===== src/logic/vdig_pkg.sv =====
package vdig_pkg;

  // Register indices; the byte address on the bus is four times the index.
  localparam logic [5:0] IDX_REVISION     = 6'h00;
  localparam logic [5:0] IDX_DIV_HIGH     = 6'h01;
  localparam logic [5:0] IDX_DIV_LOW      = 6'h02;
  localparam logic [5:0] IDX_CLKGEN       = 6'h03;
  localparam logic [5:0] IDX_SYNC_STATUS  = 6'h14;
  localparam logic [5:0] IDX_OUT_MODE     = 6'h15;
  localparam logic [5:0] IDX_TEST_CFG_A   = 6'h16;
  localparam logic [5:0] IDX_TEST_CFG_B   = 6'h17;
  localparam logic [5:0] IDX_TEST_STAT_A  = 6'h18;
  localparam logic [5:0] IDX_TEST_STAT_B  = 6'h19;

  // Reset values.
  localparam logic [11:0] DIV_VALUE_RESET = 12'h69D;
  localparam logic [7:0]  DIV_HIGH_RESET  = 8'h69;
  localparam logic [3:0]  DIV_SPARE_RESET = 4'h0;
  localparam logic [7:0]  CLKGEN_RESET    = 8'h48;
  localparam logic [7:0]  OUT_MODE_RESET  = 8'hC6;
  localparam logic [7:0]  TEST_A_RESET    = 8'hFF;
  localparam logic [4:0]  TEST_B_RESET    = 5'h00;

  // Field positions.
  localparam int DIV_LOW_LSB   = 4;
  localparam int RANGE_LSB     = 6;
  localparam int PUMP_LSB      = 3;
  localparam int TEST_B_LSB    = 3;
  localparam int MODE_DUAL     = 7;
  localparam int MODE_PARALLEL = 6;
  localparam int MODE_PORT_B   = 5;
  localparam int MODE_EXT_CLK  = 0;

  // Supported operational divide ratios.
  localparam logic [12:0] RATIO_MIN = 13'h0002;
  localparam logic [12:0] RATIO_MAX = 13'h0FFF;

  localparam logic [1:0] RESP_OKAY   = 2'h0;
  localparam logic [1:0] RESP_SLVERR = 2'h2;

  typedef struct packed {
    logic hsync_present;
    logic active_hsync_source;
    logic hsync_polarity_high;
    logic vsync_present;
    logic active_vsync_source;
    logic vsync_out_polarity_low;
    logic green_sync_present;
    logic coast_polarity_high;
  } sync_status_t;

  typedef struct packed {
    logic [12:0] divide_ratio;
    logic        ratio_in_range;
    logic [1:0]  oscillator_range_field;
    logic [1:0]  post_divide_sel;
    logic [9:0]  pump_current_ua;
    logic        internal_loop_off;
  } clock_gen_cfg_t;

  typedef struct packed {
    logic dual_channel;
    logic parallel_out;
    logic first_port_b;
  } output_mode_t;

endpackage


===== src/logic/video_digitizer_control_regs.sv =====
`timescale 1ns/1ps
// Contract
// - Status bit 7 shows horizontal sync present.
// - Status bit 6 shows horizontal sync source.
// - Status bit 5 shows horizontal sync polarity.
// - Status bit 4 shows vertical sync present.
// - Status bit 3 shows vertical sync source.
// - Status bit 2 shows output vertical polarity.
// - Status bit 1 shows green sync present.
// - Status bit 0 shows coast input polarity.
// - Mode bit 7 selects dual channel, default one.
// - Mode bit 6 selects parallel output, default one.
// - Mode bit 5 selects first port, default A.
// - Mode bit 0 bypasses internal clock loop.
// - Register zero reads fixed silicon revision.
// - Divider is twelve bits; ratio is value plus one.
// - Only low divider write commits new value.
// - Low divider register bits 7:4 hold LSBs.
// - Divide ratios from 2 to 4095 supported.
// - Divider resets to 1693, high reads 69.
// - Range field bits 7:6, default 01, sets post-divider.
// - Pump field bits 5:3 maps to current, default 001.
module video_digitizer_control_regs
  import vdig_pkg::*;
#(
  // Arbitrary neutral value.
  parameter logic [7:0] SILICON_REVISION = 8'hA5
)
(
  input  wire logic           aclk,
  input  wire logic           aresetn,
  input  wire logic           awvalid,
  output      logic           awready,
  input  wire logic [7:0]     awaddr,
  input  wire logic [2:0]     awprot,
  input  wire logic           wvalid,
  output      logic           wready,
  input  wire logic [31:0]    wdata,
  input  wire logic [3:0]     wstrb,
  output      logic           bvalid,
  input  wire logic           bready,
  output      logic [1:0]     bresp,
  input  wire logic           arvalid,
  output      logic           arready,
  input  wire logic [7:0]     araddr,
  input  wire logic [2:0]     arprot,
  output      logic           rvalid,
  input  wire logic           rready,
  output      logic [31:0]    rdata,
  output      logic [1:0]     rresp,
  input  wire sync_status_t   sync_in,
  input  wire logic [7:0]     test_status_a_in,
  input  wire logic [7:0]     test_status_b_in,
  output      clock_gen_cfg_t clock_cfg,
  output      output_mode_t   output_mode,
  output      logic [7:0]     test_config_a,
  output      logic [7:0]     test_config_b
);

  typedef struct packed {
    logic         aw_full;
    logic [5:0]   aw_idx;
    logic         aw_ok;
    logic         w_full;
    logic [7:0]   w_data;
    logic         w_lane0;
    logic         b_valid;
    logic [1:0]   b_resp;
    logic         r_valid;
    logic [1:0]   r_resp;
    logic [7:0]   r_data;
    sync_status_t sync_status;
    logic [7:0]   div_high;
    logic [3:0]   div_spare;
    logic [11:0]  div_active;
    logic [7:0]   clkgen;
    logic [7:0]   out_mode;
    logic [7:0]   test_a;
    logic [4:0]   test_b;
    logic [7:0]   test_stat_a;
    logic [7:0]   test_stat_b;
    logic [9:0]   pump_ua;
  } state_t;

  localparam state_t STATE_RESET = '{
    aw_full: 1'b0, aw_idx: 6'h00, aw_ok: 1'b0, w_full: 1'b0, w_data: 8'h00, w_lane0: 1'b0,
    b_valid: 1'b0, b_resp: RESP_OKAY, r_valid: 1'b0, r_resp: RESP_OKAY, r_data: 8'h00,
    sync_status: '0, div_high: DIV_HIGH_RESET, div_spare: DIV_SPARE_RESET,
    div_active: DIV_VALUE_RESET, clkgen: CLKGEN_RESET, out_mode: OUT_MODE_RESET,
    test_a: TEST_A_RESET, test_b: TEST_B_RESET, test_stat_a: 8'h00, test_stat_b: 8'h00,
    pump_ua: 10'h064
  };

  state_t state_reg;
  state_t state_next;

  function automatic logic is_mapped(input logic [5:0] idx);
    is_mapped = (idx <= IDX_CLKGEN) || ((idx >= IDX_SYNC_STATUS) && (idx <= IDX_TEST_STAT_B));
  endfunction

  // Code 111 has no documented current, so it reports zero.
  function automatic logic [9:0] pump_current(input logic [2:0] code);
    unique case (code)
      3'h0: pump_current = 10'h032;
      3'h1: pump_current = 10'h064;
      3'h2: pump_current = 10'h096;
      3'h3: pump_current = 10'h0FA;
      3'h4: pump_current = 10'h15E;
      3'h5: pump_current = 10'h1F4;
      3'h6: pump_current = 10'h2EE;
      3'h7: pump_current = 10'h000;
    endcase
  endfunction

  logic       aw_take;
  logic       w_take;
  logic       do_write;
  logic [5:0] wr_idx;
  logic [7:0] wr_byte;
  logic       wr_en;
  logic       ar_take;
  logic [5:0] rd_idx;

  assign awready = !state_reg.aw_full && !state_reg.b_valid;
  assign wready  = !state_reg.w_full && !state_reg.b_valid;
  assign arready = !state_reg.r_valid;
  assign aw_take = awvalid && awready;
  assign w_take  = wvalid && wready;
  assign ar_take = arvalid && arready;
  assign rd_idx  = araddr[7:2];
  assign wr_idx  = state_reg.aw_full ? state_reg.aw_idx : awaddr[7:2];
  assign wr_byte = state_reg.w_full ? state_reg.w_data : wdata[7:0];
  assign do_write = (state_reg.aw_full || aw_take) && (state_reg.w_full || w_take) && !state_reg.b_valid;
  // Only byte lane 0 carries register data; the upper lanes are read-only zero.
  assign wr_en = do_write && (state_reg.w_full ? state_reg.w_lane0 : wstrb[0]) && is_mapped(wr_idx);

  always_comb
  begin
    state_next = state_reg;
    state_next.sync_status = sync_in;
    state_next.test_stat_a = test_status_a_in;
    state_next.test_stat_b = test_status_b_in;
    state_next.pump_ua = pump_current(state_reg.clkgen[PUMP_LSB +: 3]);
    if (aw_take)
    begin
      state_next.aw_full = 1'b1;
      state_next.aw_idx  = awaddr[7:2];
    end
    if (w_take)
    begin
      state_next.w_full  = 1'b1;
      state_next.w_data  = wdata[7:0];
      state_next.w_lane0 = wstrb[0];
    end
    if (do_write)
    begin
      state_next.aw_full = 1'b0;
      state_next.w_full  = 1'b0;
      state_next.b_valid = 1'b1;
      state_next.b_resp  = is_mapped(wr_idx) ? RESP_OKAY : RESP_SLVERR;
    end
    else if (state_reg.b_valid && bready)
    begin
      state_next.b_valid = 1'b0;
    end
    if (wr_en)
    begin
      // Status, revision and test status indices fall through untouched.
      unique case (wr_idx)
        IDX_DIV_HIGH: state_next.div_high = wr_byte;
        IDX_DIV_LOW:
        begin
          // The pending high byte and the new low nibble take effect together.
          state_next.div_active = {state_reg.div_high, wr_byte[DIV_LOW_LSB +: 4]};
          state_next.div_spare  = wr_byte[3:0];
        end
        IDX_CLKGEN:     state_next.clkgen   = wr_byte;
        IDX_OUT_MODE:   state_next.out_mode = wr_byte;
        IDX_TEST_CFG_A: state_next.test_a   = wr_byte;
        IDX_TEST_CFG_B: state_next.test_b   = wr_byte[TEST_B_LSB +: 5];
        default:        state_next.div_spare = state_reg.div_spare;
      endcase
    end
    if (ar_take)
    begin
      state_next.r_valid = 1'b1;
      state_next.r_resp  = is_mapped(rd_idx) ? RESP_OKAY : RESP_SLVERR;
      unique case (rd_idx)
        IDX_REVISION:    state_next.r_data = SILICON_REVISION;
        IDX_DIV_HIGH:    state_next.r_data = state_reg.div_high;
        IDX_DIV_LOW:     state_next.r_data = {state_reg.div_active[3:0], state_reg.div_spare};
        IDX_CLKGEN:      state_next.r_data = state_reg.clkgen;
        IDX_SYNC_STATUS: state_next.r_data = state_reg.sync_status;
        IDX_OUT_MODE:    state_next.r_data = state_reg.out_mode;
        IDX_TEST_CFG_A:  state_next.r_data = state_reg.test_a;
        IDX_TEST_CFG_B:  state_next.r_data = {state_reg.test_b, 3'h0};
        IDX_TEST_STAT_A: state_next.r_data = state_reg.test_stat_a;
        IDX_TEST_STAT_B: state_next.r_data = state_reg.test_stat_b;
        default:         state_next.r_data = 8'h00;
      endcase
    end
    else if (state_reg.r_valid && rready)
    begin
      state_next.r_valid = 1'b0;
    end
  end

  always_ff @(posedge aclk)
  begin
    if (!aresetn)
    begin
      state_reg <= STATE_RESET;
    end
    else
    begin
      state_reg <= state_next;
    end
  end

  assign bvalid = state_reg.b_valid;
  assign bresp  = state_reg.b_resp;
  assign rvalid = state_reg.r_valid;
  assign rresp  = state_reg.r_resp;
  assign rdata  = {24'h000000, state_reg.r_data};

  // The ratio is out of range only when software stores 0 or 4095; the loop is still fed.
  assign clock_cfg.divide_ratio = {1'b0, state_reg.div_active} + 13'h0001;
  assign clock_cfg.ratio_in_range = (clock_cfg.divide_ratio >= RATIO_MIN) &&
                                    (clock_cfg.divide_ratio <= RATIO_MAX);
  assign clock_cfg.oscillator_range_field = state_reg.clkgen[RANGE_LSB +: 2];
  assign clock_cfg.post_divide_sel = state_reg.clkgen[RANGE_LSB +: 2];
  assign clock_cfg.pump_current_ua = state_reg.pump_ua;
  assign clock_cfg.internal_loop_off = state_reg.out_mode[MODE_EXT_CLK];
  assign output_mode.dual_channel = state_reg.out_mode[MODE_DUAL];
  assign output_mode.parallel_out = state_reg.out_mode[MODE_PARALLEL];
  assign output_mode.first_port_b = state_reg.out_mode[MODE_PORT_B];
  assign test_config_a = state_reg.test_a;
  assign test_config_b = {state_reg.test_b, 3'h0};
endmodule


===== config.mk =====
export PLATFORM = sky130hd
export DESIGN_NAME = video_digitizer_control_regs
export DESIGN_NICKNAME = d
export VERILOG_FILES = /design/src/logic/vdig_pkg.sv /design/src/logic/video_digitizer_control_regs.sv
export SDC_FILE = /design/constraint.sdc
export NUM_CORES = 1
export LEC_CHECK = 0
export BUFFER_PORTS_ARGS = -buffer_cell sky130_fd_sc_hd__buf_2
export CAP_MARGIN = 0
export CORE_MARGIN = 4
export CORE_UTILIZATION = 52
export CTS_CLUSTER_DIAMETER = 60
export DETAILED_ROUTE_END_ITERATION = 6
export GPL_ROUTABILITY_DRIVEN = 0
export PLACE_DENSITY = 0.9
export RECOVER_POWER = 100
export SYNTH_ARGS = -nofsm -noshare
export SYNTH_HDL_FRONTEND = slang
export SYNTH_SLANG_ARGS = --single-unit

===== constraint.sdc =====
create_clock -name aclk -period 2.2 [get_ports aclk]
set_input_delay 0.11 -clock aclk [delete_from_list [all_inputs] [get_ports aclk]]
set_output_delay 0.11 -clock aclk [all_outputs]
set_load 0.005 [all_outputs]

==> impl_metrics.json, run 1 <==
{
  "muxShareOfSynthArea_pct": 14.2,
  "wire_per_inst_um": 17.3,
  "via_count": 5065,
  "num_rows": 38,
  "critPathKind": "flip-flop to primary output",
  "synth_edf_count": 0,
  "cts.reportedPaths.clkPinSlew_ns": 0.06,
  "rrSetupSlack_ns": 0.07,
  "critPathLaunchType": "flip-flop",
  "ys_async_sr_fraction_pct": 0,
  "grt_pass1_vias": 4815,
  "h-tree-depth": 4,
  "synth_top_cell_by_area": "dfxtp_1",
  "ioPinCount": 178,
  "cp.required_ns": 2.09,
  "fmax_ghz": 0.400,
  "pre_cts_slack_ns": 0.0509,
  "seqPwrFrac_pct": 39.0,
  "regToRegEndpoint": "test_config_a[0]",
  "netlist_area_um2": 5850,
  "dieArea_um2": 13000,
  "ys_seq_elements": 115,
  "synth_compound_area_share_pct": 10.6,
  "viasPerCell": 5.62,
  "dp_hpwl_um": 9920,
  "fin_hold_ws_ns": 0.00650,
  "setup_viol": 1,
  "root_buffer": "clkbuf_16",
  "rsz0062_at_grt": "true",
  "synth_xor_xnor_area_share_pct": 1.65,
  "slew_viol_final": 0,
  "holdPathStages": 4,
  "synth_top_family_by_area": "simple AND/OR/NAND/NOR gates",
  "drv_cap": 0,
  "final_cell_mix": "dfxtp_1 (113), buf_2 (76), nand2_1 (67)",
  "area_delta_synth_final_pct": 23.3,
  "synth_warnings": 0,
  "initial_core_util_pct": 53.5,
  "clkLatencyLatePin_ns": 0.41,
  "grt-ovfl-total": 0,
  "p_int_uw": 4300,
  "die_h_um": 114,
  "setup_tns_ns": -0.298,
  "dpl-instance-area_um2": 6170,
  "slew-limit-headroom_pct": 22.5,
  "synth_fa_ha_area_share_pct": 2.14,
  "r2r_cells": 5,
  "hold_path_end": "bvalid",
  "fin_area_um2": 7210,
  "antenna_found_initial": 0,
  "synth-simple-area-share_pct": 19.1,
  "p_leak_uw": 0.00328,
  "cts_setup_buffers": 0,
  "period_share_pct": 114,
  "crit_fanout": 2,
  "worst_pin_slew_ns": 1.16,
  "p_per_area_nw_per_um2": 777,
  "core_area_um2": 10900,
  "cts_tree": "done",
  "skew_ns": 0.0107,
  "cts_made_buffers": 17,
  "crit_arrival_ns": 2.39,
  "synthCells": 635,
  "hold_viol": 0,
  "drc": 0,
  "power_switching_uw": 1300,
  "synth_cell_types": 66,
  "violations": "setup timing",
  "syn_area_per_cell_um2": 9.21,
  "grt_max_degree": 63,
  "status": "finished with violations",
  "yosysTopAreaCellShare_pct": 39.4,
  "swShare_pct": 23.3,
  "crit_path_end_kind": "primary output",
  "grt_pass1_wl_um": 24500,
  "clk_path_buf_depth": 2,
  "period_needed_ns": 2.50,
  "hold_class": "input port to flip-flop",
  "wirelength_um": 15600,
  "drive_gt1_share_pct": 21.5,
  "firstDrtPassIters": 7,
  "clockPowerShare_pct": 51.8,
  "seq_area_frac_synth_pct": 39.4,
  "ys.flop_type": "dfxtp_1",
  "die_w_um": 114,
  "regToRegStartpoint": "state_reg[118]",
  "drtAntennaViolNets": 0,
  "ir_drop_mv": 0.573,
  "grtUsageTotal_pct": 23.9,
  "fin_nets": 848,
  "largest_reg_flops": 75,
  "synthTopCellsByArea": "dfxtp_1 (39%), mux2i_1 (11%), buf_4 (9.2%)",
  "hold_start": "bready",
  "fillCellCount": 801,
  "p_comb_share_pct": 9.2,
  "io_buffers": 110,
  "antenna_cells": 0,
  "cts.sinks": 115,
  "worst_slack_ns": -0.298,
  "drt-initial-drc-count": 479,
  "final_common_cell": "dfxtp_1"
}
## metal layers
layer,vias to the layer above,GRT usage (%),part of all wire (%)
li1,2321,-,-
met1,2361,28.3,39
met2,308,39.9,48
met3,75,6.87,8.9
met4,0,11.3,4.4
met5,-,0,0
## what timing repair did
item | in CTS | in global routing
gates resized for setup | 3 | 5
setup endpoints to repair | 1 | 9
hold buffers | 41 | 0
pin swaps | 1 | 1
hold endpoints to repair | 40 | 0
## power groups by stage
| stage | Clock (uW) | Sequential [uW] | Combinational [uW] |
|---|---|---|---|
| global placement | 0 | 2220 | 429 |
| CTS | 2910 | 2180 | 501 |
| global route | 3010 | 2190 | 555 |
| finish | 2900 | 2180 | 517 |
| floorplan | 0 | 2210 | 332 |
| detailed placement | 0 | 2220 | 438 |
## worst max-delay path, cell delays in order (launching register included)
cell	delay, ns
dfxtp_2	0.33
ha_4	0.16
or4b_4	0.48
a211o_1	0.30
a2111oi_4	0.30
o2111a_1	0.23
a211oi_1	0.05
buf_2	0.13
## cells in the mapped netlist, types with 5 or more instances
cell and instances:
dfxtp_1 115, buf_4 72, nand2_1 67, mux2i_1 63
nor2_1 51, and2_1 31, clkbuf_1 25, a21oi_1 19
o21ai_0 18, inv_1 14, mux2_2 12, nand3_1 11
ha_1 10, nor3_1 10, a32oi_1 7, buf_2 7
xnor2_1 7, a211oi_1 5, and3_1 5, nor2b_1 5
## worst max-delay path by stage
stage / startpoint / endpoint / slack [ns] / depth (start not counted)
after global placement: state_reg[55] / clock_cfg[15] / 0.12 / 7
final: state_reg[55] / clock_cfg[15] / -0.30 / 7
after floorplan: state_reg[55] / clock_cfg[15] / 0.22 / 6
after global routing: state_reg[55] / clock_cfg[15] / -0.39 / 7
after detailed placement: state_reg[55] / clock_cfg[15] / 0.05 / 7
after CTS: state_reg[55] / clock_cfg[15] / -0.34 / 7
## area by class of cell
class                           instances  area (um2)  share of cell area [%]
Multi-Input combinational cell        428        2960                    41.0
Sequential cell                       115        2300                    32.0
Clock inverter                         13         184                    2.55
Inverter                               14        52.6                   0.729
Clock buffer                           19         443                    6.14
Timing Repair Buffer                  173        1090                    15.2
Tap cell                              140         175                    2.43
## cell families after synthesis
kind of cell               after synthesis
AOI/OAI and AO/OA                       84
xor gates and xnor gates                11
adders and majority gates               10
buffers and inverters                  121
DFF                                    115
muxes                                   78
other                                    1
and+or+nand+nor                        215
## stage by stage
step	power, uW	utilization (%)	instances
finish	5600	65.9	902
global route	5750	65.9	902
CTS	5590	66.1	902
detailed placement	2660	56.4	829
global placement	2650	56.4	829
floorplan	2540	-	664
Note: power is estimated with default switching activity, not from simulation.
==> run 2, diff against run 1 <==
--- a/config.mk
+++ b/config.mk
@@ -7,12 +7,14 @@
 export LEC_CHECK = 0
 export BUFFER_PORTS_ARGS = -buffer_cell sky130_fd_sc_hd__buf_2
 export CAP_MARGIN = 0
+export CELL_PAD_IN_SITES_DETAIL_PLACEMENT = 0
+export CELL_PAD_IN_SITES_GLOBAL_PLACEMENT = 2
 export CORE_MARGIN = 4
-export CORE_UTILIZATION = 52
+export CORE_UTILIZATION = 30
 export CTS_CLUSTER_DIAMETER = 60
 export DETAILED_ROUTE_END_ITERATION = 6
 export GPL_ROUTABILITY_DRIVEN = 0
-export PLACE_DENSITY = 0.9
+export PLACE_DENSITY = 0.88
 export RECOVER_POWER = 100
 export SYNTH_ARGS = -nofsm -noshare
 export SYNTH_HDL_FRONTEND = slang
==> impl_metrics.json, run 2 (synthesized netlist as in run 1, its figures left out) <==
{
  "h-tree-depth": 4,
  "rrSetupSlack_ns": 0.17,
  "seqPwrFrac_pct": 40.9,
  "firstDrtPassIters": 4,
  "postLayoutCoreUtil_pct": 38.6,
  "critPathKind": "flip-flop to primary output",
  "power_switching_uw": 1260,
  "hold_viol": 0,
  "via_count": 4641,
  "slew-limit-headroom_pct": 19.6,
  "pre_cts_slack_ns": 0.0739,
  "placed_cells": 954,
  "grt-ovfl-total": 0,
  "fin_area_um2": 7320,
  "hold_class": "input port to flip-flop",
  "swShare_pct": 23.7,
  "hold_start": "aresetn",
  "slew_viol_final": 0,
  "r2r_cells": 5,
  "clockPowerShare_pct": 49.5,
  "area_delta_synth_final_pct": 25.1,
  "viasPerCell": 4.52,
  "root_buffer": "clkbuf_16",
  "dpl-instance-area_um2": 6360,
  "regToRegStartpoint": "state_reg[118]",
  "num_rows": 50,
  "ioPinCount": 178,
  "die_w_um": 148,
  "cts_made_buffers": 17,
  "drive_gt1_share_pct": 21.4,
  "fillCellCount": 1958,
  "violations": "setup timing",
  "core_area_um2": 19000,
  "fmax_ghz": 0.400,
  "clk_path_buf_depth": 2,
  "ir_drop_mv": 0.563,
  "die_h_um": 148,
  "final_common_cell": "dfxtp_1",
  "antenna_found_initial": 0,
  "fin_nets": 853,
  "status": "finished with violations",
  "p_per_area_nw_per_um2": 729,
  "dp_hpwl_um": 11300,
  "final_cell_count_no_fill": 1026,
  "cts_setup_buffers": 0,
  "worst_pin_slew_ns": 1.21,
  "p_int_uw": 4070,
  "period_needed_ns": 2.50,
  "cts.sinks": 115,
  "wirelength_um": 15700,
  "cts_tree": "done",
  "io_buffers": 110,
  "grt_pass1_vias": 4441,
  "hold_path_end": "rresp[1]",
  "crit_path_end_kind": "primary output",
  "cts.reportedPaths.clkPinSlew_ns": 0.05,
  "critPathLaunchType": "flip-flop",
  "crit_arrival_ns": 2.39,
  "period_share_pct": 114,
  "grt_pass1_wl_um": 24500,
  "dieArea_um2": 21800,
  "setup_viol": 1,
  "drc": 0,
  "largest_reg_flops": 75,
  "cpPeakStageDelay_ns": 0.47,
  "cp.required_ns": 2.09,
  "antenna_cells": 0,
  "p_leak_uw": 0.00326,
  "worst_slack_ns": -0.298,
  "drtAntennaViolNets": 0,
  "final_cell_mix": "dfxtp_1 (114), buf_2 (76), nand2_1 (67)",
  "p_total_uw": 5330,
  "p_comb_share_pct": 9.6,
  "wire_per_inst_um": 15.3,
  "rsz0062_at_grt": "true",
  "path_cells": "ha_2 > or4b_1 > a211o_1 > a2111oi_4 > o2111a_1 > a211oi_1 > buf_2",
  "worst_path_max_delay_cell": "or4b_1",
  "drv_cap": 0,
  "holdPathStages": 3,
  "regToRegEndpoint": "output_mode[1]",
  "grtUsageTotal_pct": 14.3,
  "crit_fanout": 2,
  "initial_core_util_pct": 30.9,
  "drt-initial-drc-count": 279,
  "clkLatencyLatePin_ns": 0.41,
  "grt_max_degree": 63,
  "skew_ns": 0.00615
}
## run 2: timing repair
action / in CTS / in global routing
setup endpoints to repair: 1 / 1
hold buffers: 41 / 0
resized for setup: 2 / 1
hold endpoints to repair: 40 / 0
pin swaps: 1 / 1
## run 2: stage by stage
stage	TNS, ns	hold slack (ns)
floorplan	0	0.210
global placement	0	0.296
detailed placement	0	0.303
CTS	-0.353	0.00658
global route	-0.386	0.0388
finish	-0.298	0.00687
## run 2: routing by layer
| layer | up-vias | wire length (um) | global-route usage [%] |
|---|---|---|---|
| met2 | 118 | 7640 | 23.3 |
| li1 | 2339 | - | - |
| met5 | - | 0 | 0 |
| met4 | 0 | 247 | 5.03 |
| met3 | 18 | 954 | 3.86 |
| met1 | 2166 | 6880 | 18.3 |
## run 2: worst max path at each step
stage                              from  cells after the start            end  slack (ns)
after CTS                 state_reg[55]                      7  clock_cfg[15]       -0.35
after detailed placement  state_reg[55]                      7  clock_cfg[15]        0.07
after global routing      state_reg[55]                      7  clock_cfg[15]       -0.39
after global placement    state_reg[55]                      7  clock_cfg[15]        0.07
final                     state_reg[55]                      7  clock_cfg[15]       -0.30
after floorplan           state_reg[55]                      6  clock_cfg[15]        0.22
## run 2: layout make-up
| cell class | count | area, um2 | area share [%] |
|---|---|---|---|
| Inverter | 14 | 52.6 | 0.718 |
| Sequential cell | 115 | 2300 | 31.5 |
| Clock inverter | 7 | 73.8 | 1.01 |
| Tap cell | 260 | 325 | 4.45 |
| Clock buffer | 24 | 502 | 6.86 |
| Timing Repair Buffer | 178 | 1130 | 15.5 |
| Multi-Input combinational cell | 428 | 2930 | 40.0 |
## run 2: critical path, delay by kind of cell (launching register included)
family	cells	cell delay, ns
buffers and inverters	1	0.14
DFF	1	0.32
adders and majority gates	1	0.17
and+or+nand+nor	1	0.47
AOI/OAI and AO/OA	4	0.89
## run 2: power groups by stage
| stage | registers [uW] | clock network (uW) | logic [uW] |
|---|---|---|---|
| floorplan | 2210 | 0 | 332 |
| detailed placement | 2220 | 0 | 462 |
| finish | 2180 | 2640 | 513 |
| global placement | 2220 | 0 | 458 |
| CTS | 2180 | 2700 | 519 |
| global route | 2180 | 2780 | 565 |
==> run 3, diff against run 2 <==
--- a/config.mk
+++ b/config.mk
@@ -6,15 +6,16 @@
 export NUM_CORES = 1
 export LEC_CHECK = 0
 export BUFFER_PORTS_ARGS = -buffer_cell sky130_fd_sc_hd__buf_2
-export CAP_MARGIN = 0
+export CAP_MARGIN = 10
 export CELL_PAD_IN_SITES_DETAIL_PLACEMENT = 0
 export CELL_PAD_IN_SITES_GLOBAL_PLACEMENT = 2
 export CORE_MARGIN = 4
-export CORE_UTILIZATION = 30
+export CORE_UTILIZATION = 31
+export CTS_BUF_LIST = sky130_fd_sc_hd__clkbuf_4 sky130_fd_sc_hd__clkbuf_8
 export CTS_CLUSTER_DIAMETER = 60
 export DETAILED_ROUTE_END_ITERATION = 6
 export GPL_ROUTABILITY_DRIVEN = 0
-export PLACE_DENSITY = 0.88
+export PLACE_DENSITY = 0.9
 export RECOVER_POWER = 100
 export SYNTH_ARGS = -nofsm -noshare
 export SYNTH_HDL_FRONTEND = slang
==> impl_metrics.json, run 3 (synthesized netlist as in run 1, its figures left out) <==
{
  "status": "finished with violations",
  "violations": "setup timing",
  "cts_tree": "done",
  "firstDrtPassIters": 4,
  "power_switching_uw": 1160,
  "slew-limit-headroom_pct": 21.7,
  "p_per_area_nw_per_um2": 665,
  "grt_pass1_wl_um": 24800,
  "cpPeakStageDelay_ns": 0.47,
  "largest_reg_flops": 75,
  "period_needed_ns": 2.53,
  "fin_area_um2": 7130,
  "fin_nets": 853,
  "hold_viol": 0,
  "critPathLaunchType": "flip-flop",
  "num_rows": 49,
  "p_comb_share_pct": 10.7,
  "top_layer": "met4",
  "period_share_pct": 115,
  "setup_viol": 1,
  "worst_slack_ns": -0.335,
  "grt_max_degree": 63,
  "crit_arrival_ns": 2.42,
  "io_buffers": 110,
  "swShare_pct": 24.4,
  "ir_drop_mv": 0.296,
  "drtAntennaViolNets": 0,
  "core_area_um2": 18300,
  "clockPowerShare_pct": 43.4,
  "wl_met1_um": 6960,
  "h-tree-depth": 4,
  "ioPinCount": 178,
  "skew_ns": 0.0114,
  "p_total_uw": 4740,
  "hold_class": "input port to flip-flop",
  "antenna_found_initial": 0,
  "cts.reportedPaths.clkPinSlew_ns": 0.07,
  "fin_hold_ws_ns": 0.148,
  "clkLatencyLatePin_ns": 0.44,
  "routed-wl-met3_um": 869,
  "clk_path_buf_depth": 2,
  "wirelength_um": 15300,
  "cts.sinks": 115,
  "area_delta_synth_final_pct": 22.0,
  "grtUsageTotal_pct": 14.6,
  "initial_core_util_pct": 32.0,
  "final_common_cell": "dfxtp_1",
  "cts_made_buffers": 17,
  "path_cells": "ha_4 > or4b_4 > a211o_1 > a2111oi_4 > o2111a_1 > a211oi_1 > buf_2",
  "via_count": 4610,
  "die_h_um": 145,
  "grt_pass1_vias": 4586,
  "dieArea_um2": 21100,
  "dpl-instance-area_um2": 6300,
  "p_int_uw": 3580,
  "worst_path_max_delay_cell": "or4b_4",
  "antenna_cells": 0,
  "wire_per_inst_um": 15.4,
  "viasPerCell": 4.63,
  "fmax_ghz": 0.395,
  "drv_cap": 0,
  "rsz0062_at_grt": "true",
  "slew_viol_final": 0,
  "placed_cells": 920,
  "drt-initial-drc-count": 280,
  "cp.required_ns": 2.09,
  "p_leak_uw": 0.00319,
  "dp_hpwl_um": 11100,
  "seqPwrFrac_pct": 45.9,
  "drive_gt1_share_pct": 21.3,
  "final_cell_count_no_fill": 996,
  "critPathKind": "flip-flop to primary output",
  "root_buffer": "clkbuf_8",
  "grt-ovfl-total": 0,
  "drc": 0,
  "final_cell_mix": "dfxtp_1 (112), buf_2 (72), nand2_1 (67)",
  "crit_path_end_kind": "primary output",
  "die_w_um": 145,
  "worst_pin_slew_ns": 1.17,
  "wl_met2_um": 7310,
  "crit_fanout": 2
}
==> run 3: final timing paths <==
kind | start | to | slack [ns] | cells after the start
setup / recovery | state_reg[55] | clock_cfg[15] | -0.33 | 7
setup reg to reg | state_reg[118] | test_config_b[3] | 0.06 | 5
hold / removal | aresetn | rdata[1] | 0.15 | 5
hold reg to reg | state_reg[108] | state_reg[108] | 0.45 | 2
==> run 3: cell type report <==
| class | count | area, um2 |
|---|---|---|
| fill | 1895 | 11100 |
| multi-input combinational | 428 | 2950 |
| sequential | 115 | 2310 |
| timing repair buffer | 178 | 1120 |
| clock buffer | 24 | 330 |
| tap | 229 | 287 |
| clock inverter | 8 | 96.3 |
| inverter | 14 | 52.6 |
==> run 3: power by group through the flow <==
stage	registers [uW]	clock network [uW]	logic [uW]
finish	2180	2060	506
global route	2180	2210	561
global placement	2220	0	454
detailed placement	2220	0	454
floorplan	2210	0	332
CTS	2180	2120	516
==> run 3: what timing repair did <==
action                     4_1_cts  5_1_grt
hold buffers                    43        0
hold endpoints to repair        42        0
setup endpoints to repair        1       20
gates resized for setup          3        6
pin swaps                        1        2
setup buffers                    0        1
==> run 3: per-layer routing <==
layer	GRT usage (%)	vias to the layer above
met2	23.7	106
met5	0	-
li1	-	2334
met4	4.89	0
met1	18.6	2155
met3	4.39	15
==> run 3: worst max-delay path, delay by kind of cell (launching register included) <==
family / cells / cell delay [ns]
buffers and inverters: 1 / 0.14
AOI/OAI and AO/OA: 4 / 0.89
DFF: 1 / 0.34
and+or+nand+nor: 1 / 0.47
adders and majority gates: 1 / 0.15
==> run 3: stage by stage <==
stage	setup TNS [ns]	setup WS, ns	util (%)
2_1_floorplan	0	0.216	-
3_3_place_gp	0	0.0839	34.5
3_5_place_dp	0	0.0519	34.5
4_1_cts	-0.397	-0.397	39.2
5_1_grt	-1.38	-0.432	39.0
6_report	-0.335	-0.335	39.0
